## src/verilog/fde_pkg.sv

```systemverilog
// shared constants of the floppy disk emulator with drive noise
package fde_pkg;

    // ------------------------------------------------------------------
    // clock and timing
    // ------------------------------------------------------------------
    localparam int unsigned CLK_PERIOD_NS = 40;
    localparam int unsigned CLICK_TIME_NS = 2_000_000;
    localparam int unsigned CLICK_CYC     =
        (CLICK_TIME_NS + CLK_PERIOD_NS - 1) / CLK_PERIOD_NS;
    // system cycles per flash bit; one shift per bit
    localparam int unsigned SPI_BIT_CYC   = 8;

    // ------------------------------------------------------------------
    // processor address decode
    // ------------------------------------------------------------------
    localparam logic [15:0] SLOT_IO_BASE   = 16'hc0e0;
    localparam logic [15:0] SLOT_IO_MASK   = 16'hfff0;
    localparam logic [15:0] DISK_DATA_ADDR = 16'hc0ec;
    localparam logic [15:0] SPK_ADDR       = 16'hc030;
    localparam logic [15:0] SPK_MASK       = 16'hfff0;
    localparam int unsigned LATCH_SEL_HI   = 3;
    localparam int unsigned LATCH_SEL_LO   = 1;
    localparam int unsigned LATCH_VAL_BIT  = 0;

    // ------------------------------------------------------------------
    // latch bit layout
    // ------------------------------------------------------------------
    localparam int unsigned PHASE_HI    = 3;
    localparam int unsigned LATCH_MOTOR = 4;
    localparam logic [7:0]  LATCH_RESET = 8'h00;

    // ------------------------------------------------------------------
    // track layout and flash reader
    // ------------------------------------------------------------------
    localparam int unsigned SECTORS       = 16;
    localparam int unsigned SECTOR_BYTES  = 374;
    localparam int unsigned TRACK_W       = 6;
    localparam int unsigned POS_W         = TRACK_W + 1;
    localparam int unsigned TRACK_LAST    = 34;
    localparam int unsigned ADDR_W        = 24;
    localparam logic [ADDR_W-1:0] TRACK_BYTES   = 24'h001760;
    localparam logic [ADDR_W-1:0] FLASH_BASE    = 24'h000000;
    localparam logic [7:0]  FLASH_READ_CMD      = 8'h03;
    localparam int unsigned CMD_BITS      = 32;
    localparam int unsigned BYTE_BITS     = 8;
    localparam int unsigned BITCNT_W      = 6;
    localparam int unsigned BYTECNT_W     = 13;
    localparam logic [BITCNT_W-1:0]  CMD_LAST  = 6'h1f;
    localparam logic [BITCNT_W-1:0]  BYTE_LAST = 6'h07;
    localparam logic [BYTECNT_W-1:0] TRACK_BYTE_CNT = 13'h1760;

    // ------------------------------------------------------------------
    // mixer and noise
    // ------------------------------------------------------------------
    localparam int unsigned MIX_W          = 5;
    localparam logic [4:0]  MIX_TRACK_LAST = 5'h01;
    localparam logic [4:0]  MIX_SPIN       = 5'h02;
    localparam logic [4:0]  MIX_LAST       = 5'h1f;
    localparam int unsigned LFSR_W         = 12;
    localparam logic [11:0] LFSR_SEED      = 12'h001;
    localparam logic [11:0] LFSR_TAPS      = 12'h829;
    localparam logic [2:0]  LFSR_RUN_STEPS = 3'h5;

endpackage

```

## src/verilog/fde_track_counter.sv

```systemverilog
// head position tracker driven by the four stepper phases
`timescale 1ns/1ps

module fde_track_counter
    import fde_pkg::*;
#(
    parameter int unsigned TRACK_MAX = TRACK_LAST
)
(
    // clock and reset
    input  wire logic              clk_sys,
    input  wire logic              reset,
    // stepper phases from the latch
    input  wire logic [PHASE_HI:0] phases,
    // track position toward the reader
    output logic      [TRACK_W-1:0] track_num,
    output logic      [ADDR_W-1:0]  flash_addr,
    output logic                    new_track
);

    localparam logic [POS_W-1:0] POS_MAX = POS_W'(2 * TRACK_MAX);

    typedef struct packed {
        logic [POS_W-1:0]  pos;
        logic [ADDR_W-1:0] addr;
        logic              new_trk;
    } fde_trk_state_t;

    fde_trk_state_t cur;
    fde_trk_state_t nxt;
    logic [1:0]     ph_idx;
    logic           fwd;
    logic           back;

    always_comb
    begin
        nxt    = cur;
        ph_idx = cur.pos[1:0];
        fwd    = phases[ph_idx + 2'h1];
        back   = phases[ph_idx - 2'h1];
        // half-track steps; even positions rest on phase zero or two
        if (fwd && !back && cur.pos != POS_MAX)
        begin
            nxt.pos = cur.pos + 1'b1;
        end
        else if (back && !fwd && cur.pos != '0)
        begin
            nxt.pos = cur.pos - 1'b1;
        end
        nxt.new_trk = nxt.pos[POS_W-1:1] != cur.pos[POS_W-1:1];
        if (nxt.new_trk)
        begin
            if (nxt.pos > cur.pos)
            begin
                nxt.addr = cur.addr + TRACK_BYTES;
            end
            else
            begin
                nxt.addr = cur.addr - TRACK_BYTES;
            end
        end
    end

    always_ff @(posedge clk_sys or posedge reset)
    begin
        if (reset)
        begin
            cur <= '{pos: '0, addr: FLASH_BASE, new_trk: 1'b0};
        end
        else
        begin
            cur <= nxt;
        end
    end

    assign track_num  = cur.pos[POS_W-1:1];
    assign flash_addr = cur.addr;
    assign new_track  = cur.new_trk;

endmodule

```

## src/verilog/fde_flash_reader.sv

```systemverilog
// serial flash reader that streams track bytes one at a time
`timescale 1ns/1ps

module fde_flash_reader
    import fde_pkg::*;
#(
    parameter int unsigned BIT_CYC = SPI_BIT_CYC
)
(
    // clock and reset
    input  wire logic              clk_sys,
    input  wire logic              reset,
    // request side
    input  wire logic              rd_req,
    input  wire logic [ADDR_W-1:0] start_addr,
    input  wire logic              resume,
    output logic      [7:0]        data_byte,
    output logic                   byte_ready,
    // flash pins
    output logic                   spi_ss_n,
    output logic                   spi_sck,
    output logic                   spi_mosi,
    input  wire logic              spi_miso
);

    localparam int unsigned PH_W = (BIT_CYC > 1) ? $clog2(BIT_CYC) : 1;
    localparam logic [PH_W-1:0] PH_LAST = PH_W'(BIT_CYC - 1);
    localparam logic [PH_W-1:0] PH_HALF = PH_W'(BIT_CYC / 2);

    typedef enum logic [1:0] {
        FDE_RD_IDLE  = 2'b00,
        FDE_RD_SHIFT = 2'b01,
        FDE_RD_HALT  = 2'b10
    } fde_rd_st_t;

    typedef struct packed {
        fde_rd_st_t           st;
        logic [CMD_BITS-1:0]  sr;
        logic [PH_W-1:0]      ph;
        logic [BITCNT_W-1:0]  bits;
        logic [BYTECNT_W-1:0] bytes;
        logic                 cmd_done;
        logic                 rdy;
        logic                 ss_n;
        logic                 sck;
        logic                 mosi;
        logic                 miso_meta;
        logic                 miso_sync;
    } fde_rd_state_t;

    fde_rd_state_t cur;
    fde_rd_state_t nxt;
    logic          restart;

    always_comb
    begin
        nxt           = cur;
        nxt.miso_meta = spi_miso;
        nxt.miso_sync = cur.miso_meta;
        // whole track consumed: start over from the same track start
        restart = cur.st == FDE_RD_HALT && resume
                  && cur.bytes == TRACK_BYTE_CNT; // see
        if (rd_req || restart)
        begin
            nxt.st       = FDE_RD_SHIFT;
            nxt.sr       = {FLASH_READ_CMD, start_addr};
            nxt.ss_n     = 1'b1;
            nxt.ph       = '0;
            nxt.bits     = '0;
            nxt.bytes    = '0;
            nxt.cmd_done = 1'b0;
            nxt.sck      = 1'b0;
            nxt.mosi     = nxt.sr[CMD_BITS-1];
        end
        else
        begin
            unique case (cur.st)
                FDE_RD_IDLE:
                begin
                    nxt.ss_n = 1'b1;
                    nxt.sck  = 1'b0;
                end
                FDE_RD_SHIFT:
                begin
                    nxt.ss_n = 1'b0;
                    if (cur.ph == PH_LAST)
                    begin
                        // flash answers msb first on each clock
                        nxt.sr   = {cur.sr[CMD_BITS-2:0],
                                    cur.miso_sync}; // see
                        nxt.mosi = cur.sr[CMD_BITS-2];
                        nxt.ph   = '0;
                        nxt.bits = cur.bits + 1'b1;
                        if (!cur.cmd_done && cur.bits == CMD_LAST)
                        begin
                            nxt.cmd_done = 1'b1;
                            nxt.bits     = '0;
                        end
                        else if (cur.cmd_done && cur.bits == BYTE_LAST)
                        begin
                            nxt.bits  = '0;
                            nxt.st    = FDE_RD_HALT;
                            nxt.bytes = cur.bytes + 1'b1;
                        end
                    end
                    else
                    begin
                        nxt.ph = cur.ph + 1'b1;
                    end
                    // one clock pulse in the second half of each bit
                    nxt.sck = nxt.ph >= PH_HALF;
                end
                FDE_RD_HALT:
                begin
                    nxt.sck = 1'b0;
                    if (resume)
                    begin
                        nxt.st = FDE_RD_SHIFT;
                    end
                end
                default:
                begin
                    nxt.st = FDE_RD_IDLE;
                end
            endcase
        end
        nxt.rdy = nxt.st == FDE_RD_HALT;
    end

    always_ff @(posedge clk_sys or posedge reset)
    begin
        if (reset)
        begin
            cur      <= '0;
            cur.st   <= FDE_RD_IDLE;
            cur.ss_n <= 1'b1;
        end
        else
        begin
            cur <= nxt;
        end
    end

    assign data_byte  = cur.sr[BYTE_BITS-1:0];
    assign byte_ready = cur.rdy;
    assign spi_ss_n   = cur.ss_n;
    assign spi_sck    = cur.sck;
    assign spi_mosi   = cur.mosi;

endmodule

```

## src/verilog/fde_top.sv

```systemverilog
// floppy disk emulator: slot latch, track stream and drive noise mixer
`timescale 1ns/1ps

// Notes on behaviour
// eight latch bits, each set or cleared by a processor read
// only the slot six io page is decoded for the latch bits
// phase order steps the head; two half steps make one track
// a track change raises a one-cycle new-track pulse
// flash start address moves by 5984 bytes per track
// a track is 16 sectors of 374 bytes, read via one address
// read request: select high one cycle, load command 03 and address
// shift left each bit, msb onto mosi, one clock pulse per shift
// miso enters the lsb; low eight bits form the disk byte
// after 32 command bits, halt every 8 bits until a data read
// after 5984 bytes the reader restarts the same track
// read only: nothing is ever written to the flash
// the speaker is one flip-flop toggled by each access
// mixer counter is 5 bits on processor ticks, wraps at 32
// counts 0-1 click, 2 spin noise, 3-31 speaker
// any phase rising edge gives a 2 ms click pulse
// 12-bit maximal lfsr stepped on mixer overflow
// lfsr moves on only 5 of every 8 overflows
// spin noise is anded with the motor-on latch bit
// reset clears latch, homes track, leaves reader idle
// flash returns bytes msb first while select stays low
module fde_top
    import fde_pkg::*;
#(
    parameter int unsigned CLICK_CYCLES = CLICK_CYC,
    parameter int unsigned BIT_CYC      = SPI_BIT_CYC,
    parameter int unsigned TRACK_MAX    = TRACK_LAST
)
(
    // clock and reset
    input  wire logic               clk_sys,
    input  wire logic               reset,
    // processor bus
    input  wire logic               cpu_tick,
    input  wire logic               cpu_strobe,
    input  wire logic               cpu_rd,
    input  wire logic [15:0]        cpu_addr,
    // disk data toward the processor
    output logic      [7:0]         disk_byte,
    output logic                    disk_ready,
    // controller state
    output logic      [7:0]         latch_bits,
    output logic      [TRACK_W-1:0] track_num,
    // audio
    output logic                    audio_out,
    // serial flash
    output logic                    spi_ss_n,
    output logic                    spi_sck,
    output logic                    spi_mosi,
    input  wire logic               spi_miso
);

    localparam int unsigned CLICK_W = $clog2(CLICK_CYCLES + 1);

    // ------------------------------------------------------------------
    // state
    // ------------------------------------------------------------------
    typedef struct packed {
        logic [7:0]         latch;
        logic               spk;
        logic [CLICK_W-1:0] click_cnt;
        logic [MIX_W-1:0]   mix_cnt;
        logic [2:0]         pre;
        logic [LFSR_W-1:0]  lfsr;
        logic               audio;
        logic               req;
    } fde_top_state_t;

    fde_top_state_t    cur;
    fde_top_state_t    nxt;
    logic              slot_hit;
    logic              data_rd;
    logic              spk_hit;
    logic              rd_req;
    logic              new_track;
    logic              click_on;
    logic              spin_noise;
    logic              mix_ovf;
    logic [PHASE_HI:0] phase_rise;
    logic [2:0]        lat_idx;
    logic [ADDR_W-1:0] flash_addr;

    // ------------------------------------------------------------------
    // decode
    // ------------------------------------------------------------------
    // latch reacts to reads only; the card never needed write cycles
    assign slot_hit = cpu_strobe && cpu_rd
                      && (cpu_addr & SLOT_IO_MASK) == SLOT_IO_BASE;
    assign data_rd  = slot_hit && cpu_addr == DISK_DATA_ADDR;
    assign spk_hit  = cpu_strobe
                      && (cpu_addr & SPK_MASK) == SPK_ADDR;
    assign lat_idx  = cpu_addr[LATCH_SEL_HI:LATCH_SEL_LO];
    assign rd_req   = cur.req || new_track;
    assign click_on = cur.click_cnt != '0;
    // prescaler and lfsr move on the tick that wraps the mixer count
    assign mix_ovf  = cpu_tick && cur.mix_cnt == MIX_LAST;
    assign spin_noise = cur.lfsr[LFSR_W-1] && cur.latch[LATCH_MOTOR];

    // ------------------------------------------------------------------
    // next state
    // ------------------------------------------------------------------
    always_comb
    begin
        nxt = cur;
        if (slot_hit)
        begin
            nxt.latch[lat_idx] = cpu_addr[LATCH_VAL_BIT];
        end
        if (spk_hit)
        begin
            nxt.spk = !cur.spk;
        end
        // motor switching on starts streaming the current track
        nxt.req = nxt.latch[LATCH_MOTOR] && !cur.latch[LATCH_MOTOR];
        phase_rise = nxt.latch[PHASE_HI:0] & ~cur.latch[PHASE_HI:0];
        if (|phase_rise)
        begin
            nxt.click_cnt = CLICK_W'(CLICK_CYCLES);
        end
        else if (click_on)
        begin
            nxt.click_cnt = cur.click_cnt - 1'b1;
        end
        if (cpu_tick)
        begin
            nxt.mix_cnt = cur.mix_cnt + 1'b1;
        end
        if (mix_ovf)
        begin
            nxt.pre = cur.pre + 1'b1;
            // skipping three of eight slows the noise period toward 5 Hz
            if (cur.pre < LFSR_RUN_STEPS)
            begin
                nxt.lfsr = {cur.lfsr[LFSR_W-2:0],
                            ^(cur.lfsr & LFSR_TAPS)}; // see
            end
        end
        if (cur.mix_cnt <= MIX_TRACK_LAST)
        begin
            nxt.audio = click_on;
        end
        else if (cur.mix_cnt == MIX_SPIN)
        begin
            nxt.audio = spin_noise;
        end
        else
        begin
            nxt.audio = cur.spk;
        end
    end

    always_ff @(posedge clk_sys or posedge reset)
    begin
        if (reset)
        begin
            cur       <= '0;
            cur.latch <= LATCH_RESET;
            cur.lfsr  <= LFSR_SEED;
        end
        else
        begin
            cur <= nxt;
        end
    end

    assign latch_bits = cur.latch;
    assign audio_out  = cur.audio;

    // ------------------------------------------------------------------
    // track counter and flash reader
    // ------------------------------------------------------------------
    fde_track_counter #(
        .TRACK_MAX  (TRACK_MAX)
    ) u_track (
        .clk_sys    (clk_sys),
        .reset      (reset),
        .phases     (cur.latch[PHASE_HI:0]),
        .track_num  (track_num),
        .flash_addr (flash_addr),
        .new_track  (new_track)
    );

    // the reader only drives select, clock and mosi; no write path
    fde_flash_reader #(
        .BIT_CYC    (BIT_CYC)
    ) u_reader (
        .clk_sys    (clk_sys),
        .reset      (reset),
        .rd_req     (rd_req),
        .start_addr (flash_addr),
        .resume     (data_rd),
        .data_byte  (disk_byte),
        .byte_ready (disk_ready),
        .spi_ss_n   (spi_ss_n),
        .spi_sck    (spi_sck),
        .spi_mosi   (spi_mosi),
        .spi_miso   (spi_miso)
    );
endmodule

```

## config.mk

```make
export PLATFORM = sky130hd
export DESIGN_NAME = fde_top
export DESIGN_NICKNAME = d
export VERILOG_FILES = /design/src/verilog/fde_pkg.sv /design/src/verilog/fde_track_counter.sv /design/src/verilog/fde_flash_reader.sv /design/src/verilog/fde_top.sv
export SDC_FILE = /design/constraint.sdc
export NUM_CORES = 1
export LEC_CHECK = 0
export ABC_CLOCK_PERIOD_IN_PS = 8910
export BUFFER_PORTS_ARGS = -buffer_cell sky130_fd_sc_hd__buf_2
export CORE_ASPECT_RATIO = 0.6
export CORE_MARGIN = 5
export CORE_UTILIZATION = 66
export CTS_CLUSTER_SIZE = 28
export DETAILED_ROUTE_END_ITERATION = 16
export PLACE_DENSITY = 0.95
export SETUP_SLACK_MARGIN = 0.4
export SYNTH_ARGS = -nofsm -noshare
export SYNTH_HDL_FRONTEND = slang
export SYNTH_SLANG_ARGS = --single-unit
```

## constraint.sdc

```tcl
create_clock -name clk_sys -period 8.91 [get_ports clk_sys]
set_input_delay 0 -clock clk_sys [delete_from_list [all_inputs] [get_ports clk_sys]]
set_output_delay 0 -clock clk_sys [all_outputs]
set_load 0.005 [all_outputs]
```

==> qor.csv, run 1 <==
stage,metric,value,unit
hold_path,Hold Startpoint,cpu_addr[2],
cts,clk buf depth,2,
global_route,first-pass GRT wire length,29300,um
place,post-DP HPWL,11100,um
critical_path,worst reg-to-reg setup slack,2.42,ns
global_route,largest net degree at the start of global routing,73,
place,gpl congestion,0.914,
detailed_routing,DR WL met3,1450,um
layout,nets@finish,861,
critical_path,CP arrival,6.79,ns
critical_path,Critical Path RT,9.20,ns
floorplan,core area,11300,um^2
status,status,completed,
synth,Cell variety after synth,71,
cts,Root Buffer,clkbuf_16,
timing,fin. max-slew vios,0,
place,dpl ws,2.60,ns
critical_path,RR Startpoint,u_track.cur[25],
critical_path,Critical Path Start Type,flip-flop,
timing,worst-margin pin slew,1.26,ns
critical_path,CP Class,reg -> reg,
synth,"Seq/Total Area, Yosys",0.450,
hold_path,Hold WC Path Type,in -> reg,
floorplan,std cell rows,30,
timing,fin crit share,0.729,
critical_path,Worst Path Max Fanout,14,
synth,ys async rst share,1.00,
layout,fillers,699,
timing,setup ws final,2.42,ns
place,IO buf count,48,
detailed_routing,M1 wire length,7510,um
cts,CTS H-tree depth,4,
cts,CTS resizes,0,
cts,total CTS buffers,17,
critical_path,CP Capture Type,flip-flop,
floorplan,die area,13800,um^2
timing,RSZ-0062 raised after global routing,no,
detailed_routing,initial drt markers,612,
synth,"FF+latch count, synth",136,
detailed_routing,DRC,0,
detailed_routing,WL per Instance,18.6,um
synth,number of synthesized flops with an enable pin,0,
detailed_routing,Vias,6068,
global_route,initial antenna violation count,0,
detailed_routing,Antenna Nets Post-Route,0,
global_route,total global routing overflow,0,
timing,Final Hold Vio Count,0,
detailed_routing,Top Metal Used,met4,
cts,CTS tree,yes,
synth,Post-Syn Instances,770,
timing,Final setup viols,0,
floorplan,I/O pin cnt,49,
floorplan,initial cell density of the core,0.672,
place,placed insts,919,
timing,fmax,154,MHz
timing,Max Clock Skew,0.00975,ns
synth,"Avg Cell Area, Syn",9.83,um^2
layout,area of the multi-input gates,3800,um^2
floorplan,die height,92.9,um
synth,main flop type after synthesis,dfrtp_1,
critical_path,crit path launch,u_track.cur[25],
cts,Skew-Pair Late Insertion Delay,0.42,ns
layout,"non-filler cells, final",958,
global_route,GRT Util Overall,0.267,
detailed_routing,Vias/cell,6.33,
cts,Clock Sinks,136,
detailed_routing,Initial DRT Pass Iterations,5,
synth,YS warnings,0,
timing,Slew HR,0.159,
global_route,vias in the first global route,5807,
layout,share of cells above drive strength 1,0.157,
detailed_routing,WL final,17800,um
floorplan,Horiz. Die Dim,148,um
synth,Mapped Nets,830,
layout,Layout area overhead,10.9,%
timing,Tmin final,6.49,ns
detailed_routing,length of routed met2 wiring,8310,um
cts,Worst-path clk slew,0.06,ns
synth,"Cell Area, Synth",7570,um^2
job,max_cap viols,0,
layout,Register Area,3410,um^2
layout,Ant. Diodes,0,
timing,Setup TNS,0,ns
-- cell usage after synthesis (all sizes together) (2+ instances only) --
cell type / number / area [um^2]
o21a: 4 / 30.0
dfrtp: 134 / 3350
a31oi: 5 / 37.5
xor2: 18 / 158
nand2b: 10 / 62.6
nor2: 69 / 259
or3: 7 / 43.8
ha: 37 / 463
buf: 33 / 224
mux4: 2 / 45.0
o221ai: 2 / 17.5
a211oi: 5 / 37.5
a21oi: 54 / 270
o21ai: 39 / 195
o2bb2ai: 2 / 17.5
o31ai: 4 / 30.0
nand3: 29 / 155
mux2i: 22 / 220
a21o: 14 / 105
clkbuf: 13 / 48.8
mux2: 21 / 236
and3: 11 / 68.8
xnor2: 32 / 280
o41ai: 2 / 17.5
nor2b: 7 / 43.8
inv: 24 / 90.1
nand2: 85 / 319
nor3: 25 / 146
nor4: 9 / 98.8
nor3b: 8 / 65.1
or4: 2 / 18.8
dfstp: 2 / 52.6
and2: 4 / 25.0
nand4: 13 / 124
-- final timing paths --
| check | to | depth (start not counted) |
|---|---|---|
| max in group asynchronous | cur[29] | 4 |
| min | cur[0] | 4 |
| max reg2reg | u_track.flash_addr[17] | 24 |
| max | u_track.flash_addr[17] | 24 |
| min reg2reg | u_reader.cur[0] | 0 |
| min in group asynchronous | u_reader.cur[15] | 3 |
-- routing by layer --
| metal | track usage | vias up |
|---|---|---|
| met5 | 0 | - |
| met4 | 0.0876 | 0 |
| met2 | 0.421 | 317 |
| met1 | 0.362 | 2925 |
| li1 | - | 2767 |
| met3 | 0.0709 | 59 |
-- registers in the layout, indices dropped and copies added, names as in the netlist, 6 cells and up --
signal / count
u_reader.cur: 50
cur: 38
u_track.flash_addr: 19
latch_bits: 8
u_reader.data_byte: 8
u_track.track_num: 6
-- cell families after synthesis --
kind of cell | synth area share
AND/OR/NAND/NOR | 0.197
XOR/XNOR | 0.0579
buffers and inverters | 0.0480
adder cells (fa/ha/maj) | 0.0638
AO/OA/AOI/OAI | 0.117
multiplexers | 0.0663
flip-flops | 0.450
-- worst max-delay path: stages, from the launching register on --
cell      delay (ns)
dfrtp_1         0.59
inv_1           0.16
ha_1            0.40
nand2b_1        0.21
o221ai_1        0.19
o21ai_1         0.19
a31oi_2         0.31
inv_1           0.11
o21ai_0         0.20
o221a_2         0.31
ha_1            0.23
nor2b_1         0.13
o21ai_0         0.14
a21oi_1         0.09
o41ai_1         0.42
a21o_1          0.53
inv_1           0.24
ha_1            0.42
a21o_1          0.21
a21oi_1         0.19
a21oi_1         0.17
o21a_1          0.24
o21a_1          0.20
o21a_1          0.18
o31ai_1         0.32
-- cell type report --
class	instances	area share
Clock buffer	23	0.0570
Clock inverter	9	0.0116
Inverter	24	0.0113
Multi-Input combinational cell	564	0.453
Sequential cell	136	0.406
Tap cell	144	0.0215
Timing Repair Buffer	58	0.0397
-- repair_timing --
action / 4_1_cts / 5_1_grt
hold buffers: 7 / 0
buffers inserted: 0 / 0
endpoints found under the hold margin: 73 / 0
-- per-stage QoR --
step	utilization	hold slack, ns	area [um^2]
finish	0.745	0.0557	8390
global placement	0.688	0.111	7740
floorplan	-	0.0314	7570
CTS	0.745	0.0317	8390
global route	0.745	0.0725	8390
detailed placement	0.688	0.119	7740
-- placed cells by master (no fill, tap or decap), drive strengths merged, types with 4 or more instances in the layout --
master | Yosys | final
dfrtp | 134 | 134
nand2 | 85 | 85
nor2 | 69 | 69
a21oi | 54 | 54
buf | 33 | 51
o21ai | 39 | 39
ha | 37 | 37
xnor2 | 32 | 32
nand3 | 29 | 29
nor3 | 25 | 25
inv | 24 | 24
clkbuf | 13 | 23
mux2i | 22 | 22
mux2 | 21 | 21
xor2 | 18 | 18
a21o | 14 | 14
nand4 | 13 | 13
and3 | 11 | 11
nand2b | 10 | 10
nor4 | 9 | 9
nor3b | 8 | 8
nor2b | 7 | 7
or3 | 7 | 7
dlygate4sd3 | 0 | 7
clkinv | 0 | 6
a211oi | 5 | 5
a31oi | 5 | 5
o31ai | 4 | 4
o21a | 4 | 4
and2 | 4 | 4
Power of run 1 is left out: the tool's default activity adds up to more than one toggle a clock period on the data nets, which glitch-free logic cannot reach.
==> run 2: changes to the inputs <==
Settings changed: ABC_CLOCK_PERIOD_IN_PS 8910 to 6700, CORE_UTILIZATION 66 to 61, PLACE_DENSITY 0.95 to 0.91.
Clock period 8.91 ns to 6.7 ns, I/O delays scaled along.
==> run 2 against run 1 <==
Compared with the run above:
- non-clock buffer count up 2
- setup slack worse by 1.4 ns
- first-iteration DRC count fell by 5.4%
- clock skew rose by 0.0033 ns
- design area rose by 0.84%
- cell count rose by 2.4%
- maximum frequency increased by 14%
- via count down 2.1%
- die area rose by 7.5%
- routed wire length is 0.27% lower
- worst hold slack worse by 0.019 ns
- largest cell class unchanged
==> qor.csv, run 2 (synthesis results as in run 1) <==
stage,metric,value,unit,change
status,status,completed,,
timing,Tmin final,5.71,ns,-0.781 ns
global_route,total global routing overflow,0,,unchanged
place,post-DP HPWL,11300,um,+2.0%
detailed_routing,WL final,17700,um,-0.27%
timing,Final Hold Vio Count,0,,unchanged
power_and_ir_drop,VDD IR max,0.000467,V,
detailed_routing,Initial DRT Pass Iterations,5,,unchanged
global_route,GRT Util Overall,0.248,,-0.0185
place,gpl congestion,0.956,,+4.6%
critical_path,Critical Path Start Type,flip-flop,,
power_and_ir_drop,Leakage,3.81,nW,
power_and_ir_drop,Flop pwr share,0.233,,
power_and_ir_drop,Comb power frac,0.591,,
power_and_ir_drop,Psw,2.35,mW,
layout,fillers,812,,+16%
detailed_routing,DRC,0,,unchanged
place,IO buf count,48,,unchanged
cts,CTS tree,yes,,
layout,Ant. Diodes,0,,unchanged
detailed_routing,Vias/cell,6.06,,-4.4%
timing,Slew HR,0.222,,+0.0633
timing,RSZ-0062 raised after global routing,no,,
detailed_routing,WL per Instance,18.1,um,-2.6%
timing,fin. max-slew vios,0,,unchanged
critical_path,worst-path cell chain,inv_1 -> ha_1 -> nand2b_1 -> o221ai_1 -> o21ai_1 -> a31oi_2 -> inv_1 -> o21ai_0 -> o221a_2 -> ha_1 -> nor2b_1 -> o21ai_0 -> a21oi_1 -> o41ai_2 -> a21o_1 -> buf_4 -> ha_1 -> a21o_1 -> a21o_1 -> a211oi_1 -> o21ai_1 -> a221oi_1 -> mux2i_1 -> nand2_1,,
critical_path,CP Class,reg -> reg,,
layout,most frequent cells in the layout,"133 x dfrtp_1, 85 x nand2_1, 69 x nor2_1",,
floorplan,std cell rows,31,,+3.3%
layout,area of the multi-input gates,3800,um^2,+0.13%
timing,Max Clock Skew,0.0131,ns,+0.00330 ns
global_route,vias in the first global route,5771,,-0.62%
global_route,first-pass GRT wire length,29300,um,-0.17%
cts,Skew-Pair Late Insertion Delay,0.42,ns,about the same
floorplan,die height,96.3,um,+3.6%
power_and_ir_drop,Pint,3.00,mW,
cts,clk buf depth,2,,unchanged
critical_path,Critical Path Max Stage Delay,0.49,ns,-0.10 ns
power_and_ir_drop,share of total power in the clock network,0.176,,
timing,fmax,175,MHz,+14%
global_route,initial antenna violation count,0,,unchanged
cts,CTS H-tree depth,4,,unchanged
layout,share of cells above drive strength 1,0.164,,+0.00697
cts,Clock Sinks,136,,unchanged
layout,Layout area overhead,11.8,%,
global_route,largest net degree at the start of global routing,85,,+16%
floorplan,Horiz. Die Dim,154,um,+3.7%
detailed_routing,Antenna Nets Post-Route,0,,unchanged
critical_path,Worst path slowest cell,dfrtp_2,,
job,max_cap viols,0,,unchanged
power_and_ir_drop,Tot Pwr,5.35,mW,
critical_path,Critical Path RT,7.00,ns,-2.20 ns
floorplan,I/O pin cnt,49,,unchanged
layout,Largest register FFs,50,,unchanged
power_and_ir_drop,Net Sw Frac,0.440,,
timing,fin crit share,0.853,,+0.124
floorplan,initial cell density of the core,0.625,,-0.0467
hold_path,Hold WC Path Type,in -> reg,,
layout,Register Area,3410,um^2,about the same
floorplan,core area,12100,um^2,+7.5%
timing,Setup TNS,0,ns,unchanged
critical_path,CP arrival,6.01,ns,-0.78 ns
cts,total CTS buffers,17,,unchanged
cts,Worst-path clk slew,0.06,ns,about the same
layout,"most common cell after layout, fill and taps aside",dfrtp_1,,
detailed_routing,Vias,5943,,-2.1%
power_and_ir_drop,pwr dens,632,nW/um^2,
detailed_routing,initial drt markers,579,,-5.4%
critical_path,CP Capture Type,flip-flop,,
layout,nets@finish,863,,+0.23%
timing,worst-margin pin slew,1.17,ns,-0.0949 ns
floorplan,die area,14800,um^2,+7.5%
layout,largest register by flop count,u_reader.cur,,
cts,Root Buffer,clkbuf_16,,
timing,Final setup viols,0,,unchanged
critical_path,Worst Path Max Fanout,13,,-1
## run 2: worst paths after layout
check | endpoint | slack [ns] | startpoint | cells past startpoint
worst max-delay path | u_track.flash_addr[20] | 0.99 | u_track.cur[25] | 24
worst min-delay path | cur[0] | 0.04 | cpu_addr[2] | 4
worst max register to register | u_track.flash_addr[20] | 0.99 | u_track.cur[25] | 24
worst min register to register | u_reader.cur[0] | 0.35 | u_reader.cur[1] | 0
max in group asynchronous | u_track.cur[25] | 5.04 | reset | 4
min in group asynchronous | cur[5] | 0.16 | reset | 3
## run 2: per-layer routing
metal,global-route usage,routed length [um],vias up
met3,0.0485,1370,44
met5,0,0,-
li1,-,-,2758
met2,0.383,7770,294
met1,0.352,8100,2847
met4,0.0948,494,0
## run 2: per-stage QoR
stage	area [um^2]	hold slack [ns]	worst slack, ns	utilization	cells
finish	8460	0.0365	0.987	0.699	981
global route	8460	0.0334	0.500	0.699	981
CTS	8450	0.0122	0.857	0.698	981
detailed placement	7780	0.0638	0.890	0.643	942
global placement	7780	0.0632	1.14	0.643	942
floorplan	7570	0.0314	1.33	-	770
## run 2: final cells by class
| cell class | instances | area share |
|---|---|---|
| multi-input cells | 564 | 0.450 |
| clock buffers | 19 | 0.0535 |
| repair buffers | 60 | 0.0411 |
| clock inverters | 13 | 0.0172 |
| well taps | 165 | 0.0244 |
| inverters | 24 | 0.0112 |
| flip-flops and latches | 136 | 0.403 |
## run 2: power by group through the flow
stage,combinational (mW),sequential [mW],clock [mW]
after detailed placement,3.02,1.24,0
after CTS,3.09,1.24,0.941
after global routing,3.53,1.26,0.978
after global placement,2.92,1.24,0
final,3.16,1.25,0.939
after floorplan,2.49,1.18,0
## run 2: critical path: cells and delay by family (launching register included)
family | cells | cell delay, ns
muxes | 1 | 0.22
buffers and inverters | 3 | 0.44
and+or+nand+nor | 3 | 0.39
DFF | 1 | 0.49
AOI/OAI and AO/OA | 14 | 3.11
adders and majority gates | 3 | 0.95
## run 2: what timing repair did
| action | 4_1_cts | 5_1_grt |
|---|---|---|
| hold buffers | 7 | 0 |
| hold endpoints to repair | 61 | 0 |
| setup buffers | 0 | 0 |
| resized for setup | 0 | 2 |
| endpoints found under the setup margin | 0 | 2 |
No activity file was read; power rests on OpenSTA's default activity.
==> run 3: changes to the inputs <==
Settings changed: CORE_UTILIZATION 61 to 55, CTS_BUF_LIST from default to sky130_fd_sc_hd__clkbuf_4, PLACE_DENSITY 0.91 to 0.84, SETUP_SLACK_MARGIN 0.4 to 0.2.
==> run 3 against run 2 <==
Compared with the run above:
- routed wire length fell by 12%
- sequential power barely moved
- die area grew 10%
==> qor.csv, run 3 (synthesis results as in run 1) <==
stage,metric,value,unit,change
cts,CTS tree,yes,,
cts,total CTS buffers,17,,unchanged
status,status,completed,,
detailed_routing,Vias/cell,5.75,,-5.1%
cts,Clock Sinks,136,,unchanged
layout,Largest register FFs,50,,unchanged
power_and_ir_drop,Net Sw Frac,0.453,,+0.0133
timing,Slew HR,0.236,,+0.0132
floorplan,I/O pin cnt,49,,unchanged
critical_path,Critical Path Start Type,flip-flop,,
global_route,initial antenna violation count,1,,+1
critical_path,crit path launch,u_track.cur[25],,
power_and_ir_drop,pwr dens,595,nW/um^2,-5.9%
critical_path,CP arrival,6.24,ns,+0.23 ns
critical_path,Worst Path Max Fanout,13,,unchanged
global_route,total global routing overflow,0,,unchanged
timing,fin. max-slew vios,0,,unchanged
cts,Root Buffer,clkbuf_4,,
global_route,GRT Util Overall,0.202,,-0.0467
critical_path,RR Startpoint,u_track.cur[25],,
layout,largest register by flop count,u_reader.cur,,
place,post-DP HPWL,11000,um,-2.7%
timing,RSZ-0062 raised after global routing,no,,
detailed_routing,Initial DRT Pass Iterations,7,,+2
critical_path,CP Class,reg -> reg,,
power_and_ir_drop,Comb power frac,0.629,,+0.038
floorplan,die area,16300,um^2,+10%
timing,Max Clock Skew,0.0372,ns,+0.0241 ns
detailed_routing,WL per Instance,15.6,um,-13%
power_and_ir_drop,VDD IR max,0.000679,V,+45%
detailed_routing,initial drt markers,407,,-30%
cts,Worst-path clk slew,0.14,ns,+0.08 ns
critical_path,CP Capture Type,flip-flop,,
layout,fillers,1092,,+34%
floorplan,Horiz. Die Dim,161,um,+5.0%
place,IO buf count,48,,unchanged
power_and_ir_drop,Pint,2.68,mW,-11%
global_route,first-pass GRT wire length,26600,um,-9.0%
cts,clk buf depth,2,,unchanged
timing,Tmin final,5.82,ns,+0.108 ns
critical_path,Critical Path RT,7.12,ns,+0.12 ns
timing,Final Hold Vio Count,0,,unchanged
hold_path,Hold WC Path Type,in -> async,,
layout,nets@finish,868,,+0.58%
timing,fmax,172,MHz,-1.8%
detailed_routing,WL final,15600,um,-12%
power_and_ir_drop,share of total power in the clock network,0.121,,-0.055
timing,Final setup viols,0,,unchanged
power_and_ir_drop,Psw,2.22,mW,-5.7%
timing,Setup TNS,0,ns,unchanged
layout,share of cells above drive strength 1,0.161,,-0.00344
place,gpl congestion,0.920,,-3.7%
power_and_ir_drop,Leakage,3.71,nW,-2.7%
floorplan,initial cell density of the core,0.557,,-0.0682
job,max_cap viols,0,,unchanged
cts,Post-CTS Repair Setup Buffers,0,,unchanged
detailed_routing,DRC,0,,unchanged
floorplan,core area,13600,um^2,+12%
layout,most frequent cells in the layout,"133 x dfrtp_1, 85 x nand2_1, 69 x nor2_1",,
floorplan,die height,101,um,+4.8%
detailed_routing,Antenna Nets Post-Route,0,,unchanged
floorplan,std cell rows,33,,+6.5%
layout,Layout area overhead,8.76,%,
cts,Skew-Pair Late Insertion Delay,0.56,ns,+0.14 ns
timing,worst-margin pin slew,1.15,ns,-0.0198 ns
power_and_ir_drop,Flop pwr share,0.250,,+0.017
timing,fin crit share,0.869,,+0.0161
place,dpl ws,0.870,ns,-0.0198 ns
cts,CTS H-tree depth,4,,unchanged
timing,setup ws final,0.879,ns,-0.108 ns
global_route,largest net degree at the start of global routing,73,,-14%
detailed_routing,Vias,5733,,-3.5%
layout,"most common cell after layout, fill and taps aside",dfrtp_1,,
global_route,vias in the first global route,5424,,-6.0%
==> run 3: changes by cell type in the layout (fill, tap and decap cells not counted), moves of 2 or more <==
cell,delta
clkbuf_8,-2
clkbuf_16,-17
dlygate4sd3_1,+5
clkbuf_4,+18
==> run 3: area by class of cell <==
| class | instances | area, um^2 | area share |
|---|---|---|---|
| well taps | 175 | 219 | 0.0266 |
| clock buffers | 18 | 135 | 0.0164 |
| flip-flops and latches | 136 | 3410 | 0.414 |
| inverters | 24 | 95.1 | 0.0116 |
| clock inverters | 14 | 175 | 0.0213 |
| diodes | 1 | 2.50 | 0.000304 |
| multi-input cells | 564 | 3800 | 0.461 |
| repair buffers | 65 | 398 | 0.0484 |
==> run 3: worst paths after layout <==
check | end | cells after the start | slack [ns]
max | u_track.flash_addr[20] | 24 | 0.88
min | u_reader.data_byte[6] | 3 | 0.06
max reg2reg | u_track.flash_addr[20] | 24 | 0.88
min reg2reg | u_reader.cur[0] | 0 | 0.36
max in group asynchronous | u_track.cur[25] | 4 | 5.25
min in group clk_sys | u_reader.cur[1] | 2 | 0.12
==> run 3: timing repair <==
action                     4_1_cts  5_1_grt
hold endpoints to repair        95        0
hold buffers                    12        0
gates resized for setup          0        1
setup endpoints to repair        0        2
==> run 3: metal layers <==
layer,GRT usage,wire length [um]
met5,0,0
met4,0.0478,174
met3,0.0499,898
met2,0.288,6570
met1,0.309,7950
==> run 3: power by group through the flow <==
stage	Sequential, mW	Clock, mW	Combinational, mW
detailed placement	1.23	0	3.03
finish	1.22	0.593	3.08
global placement	1.23	0	2.95
CTS	1.22	0.601	3.05
global route	1.25	0.644	3.43
floorplan	1.18	0	2.49
==> run 3: through the flow <==
step | area, um^2 | utilization | hold WS, ns | total power, mW | std cells
2_1_floorplan | 7570 | - | 0.0314 | 3.67 | 770
3_3_place_gp | 7790 | 0.574 | 0.116 | 4.18 | 952
3_5_place_dp | 7790 | 0.574 | 0.118 | 4.27 | 952
4_1_cts | 8230 | 0.606 | 0.0424 | 4.87 | 996
5_1_grt | 8230 | 0.606 | 0.0749 | 5.32 | 997
6_report | 8230 | 0.606 | 0.0595 | 4.89 | 997
==> run 3: critical path, cell delays in order (launching register included) <==
cell	delay, ns
dfrtp_2	0.52
inv_1	0.13
ha_1	0.38
nand2b_1	0.19
o221ai_1	0.17
o21ai_1	0.18
a31oi_2	0.31
inv_1	0.11
o21ai_0	0.21
o221a_2	0.31
ha_1	0.23
nor2b_1	0.13
o21ai_0	0.15
a21oi_1	0.09
o41ai_1	0.42
a21o_1	0.15
buf_4	0.21
ha_1	0.33
a21o_1	0.21
a21o_1	0.18
a211oi_1	0.22
o21ai_1	0.20
a221oi_1	0.38
mux2i_1	0.23
nand2_1	0.06
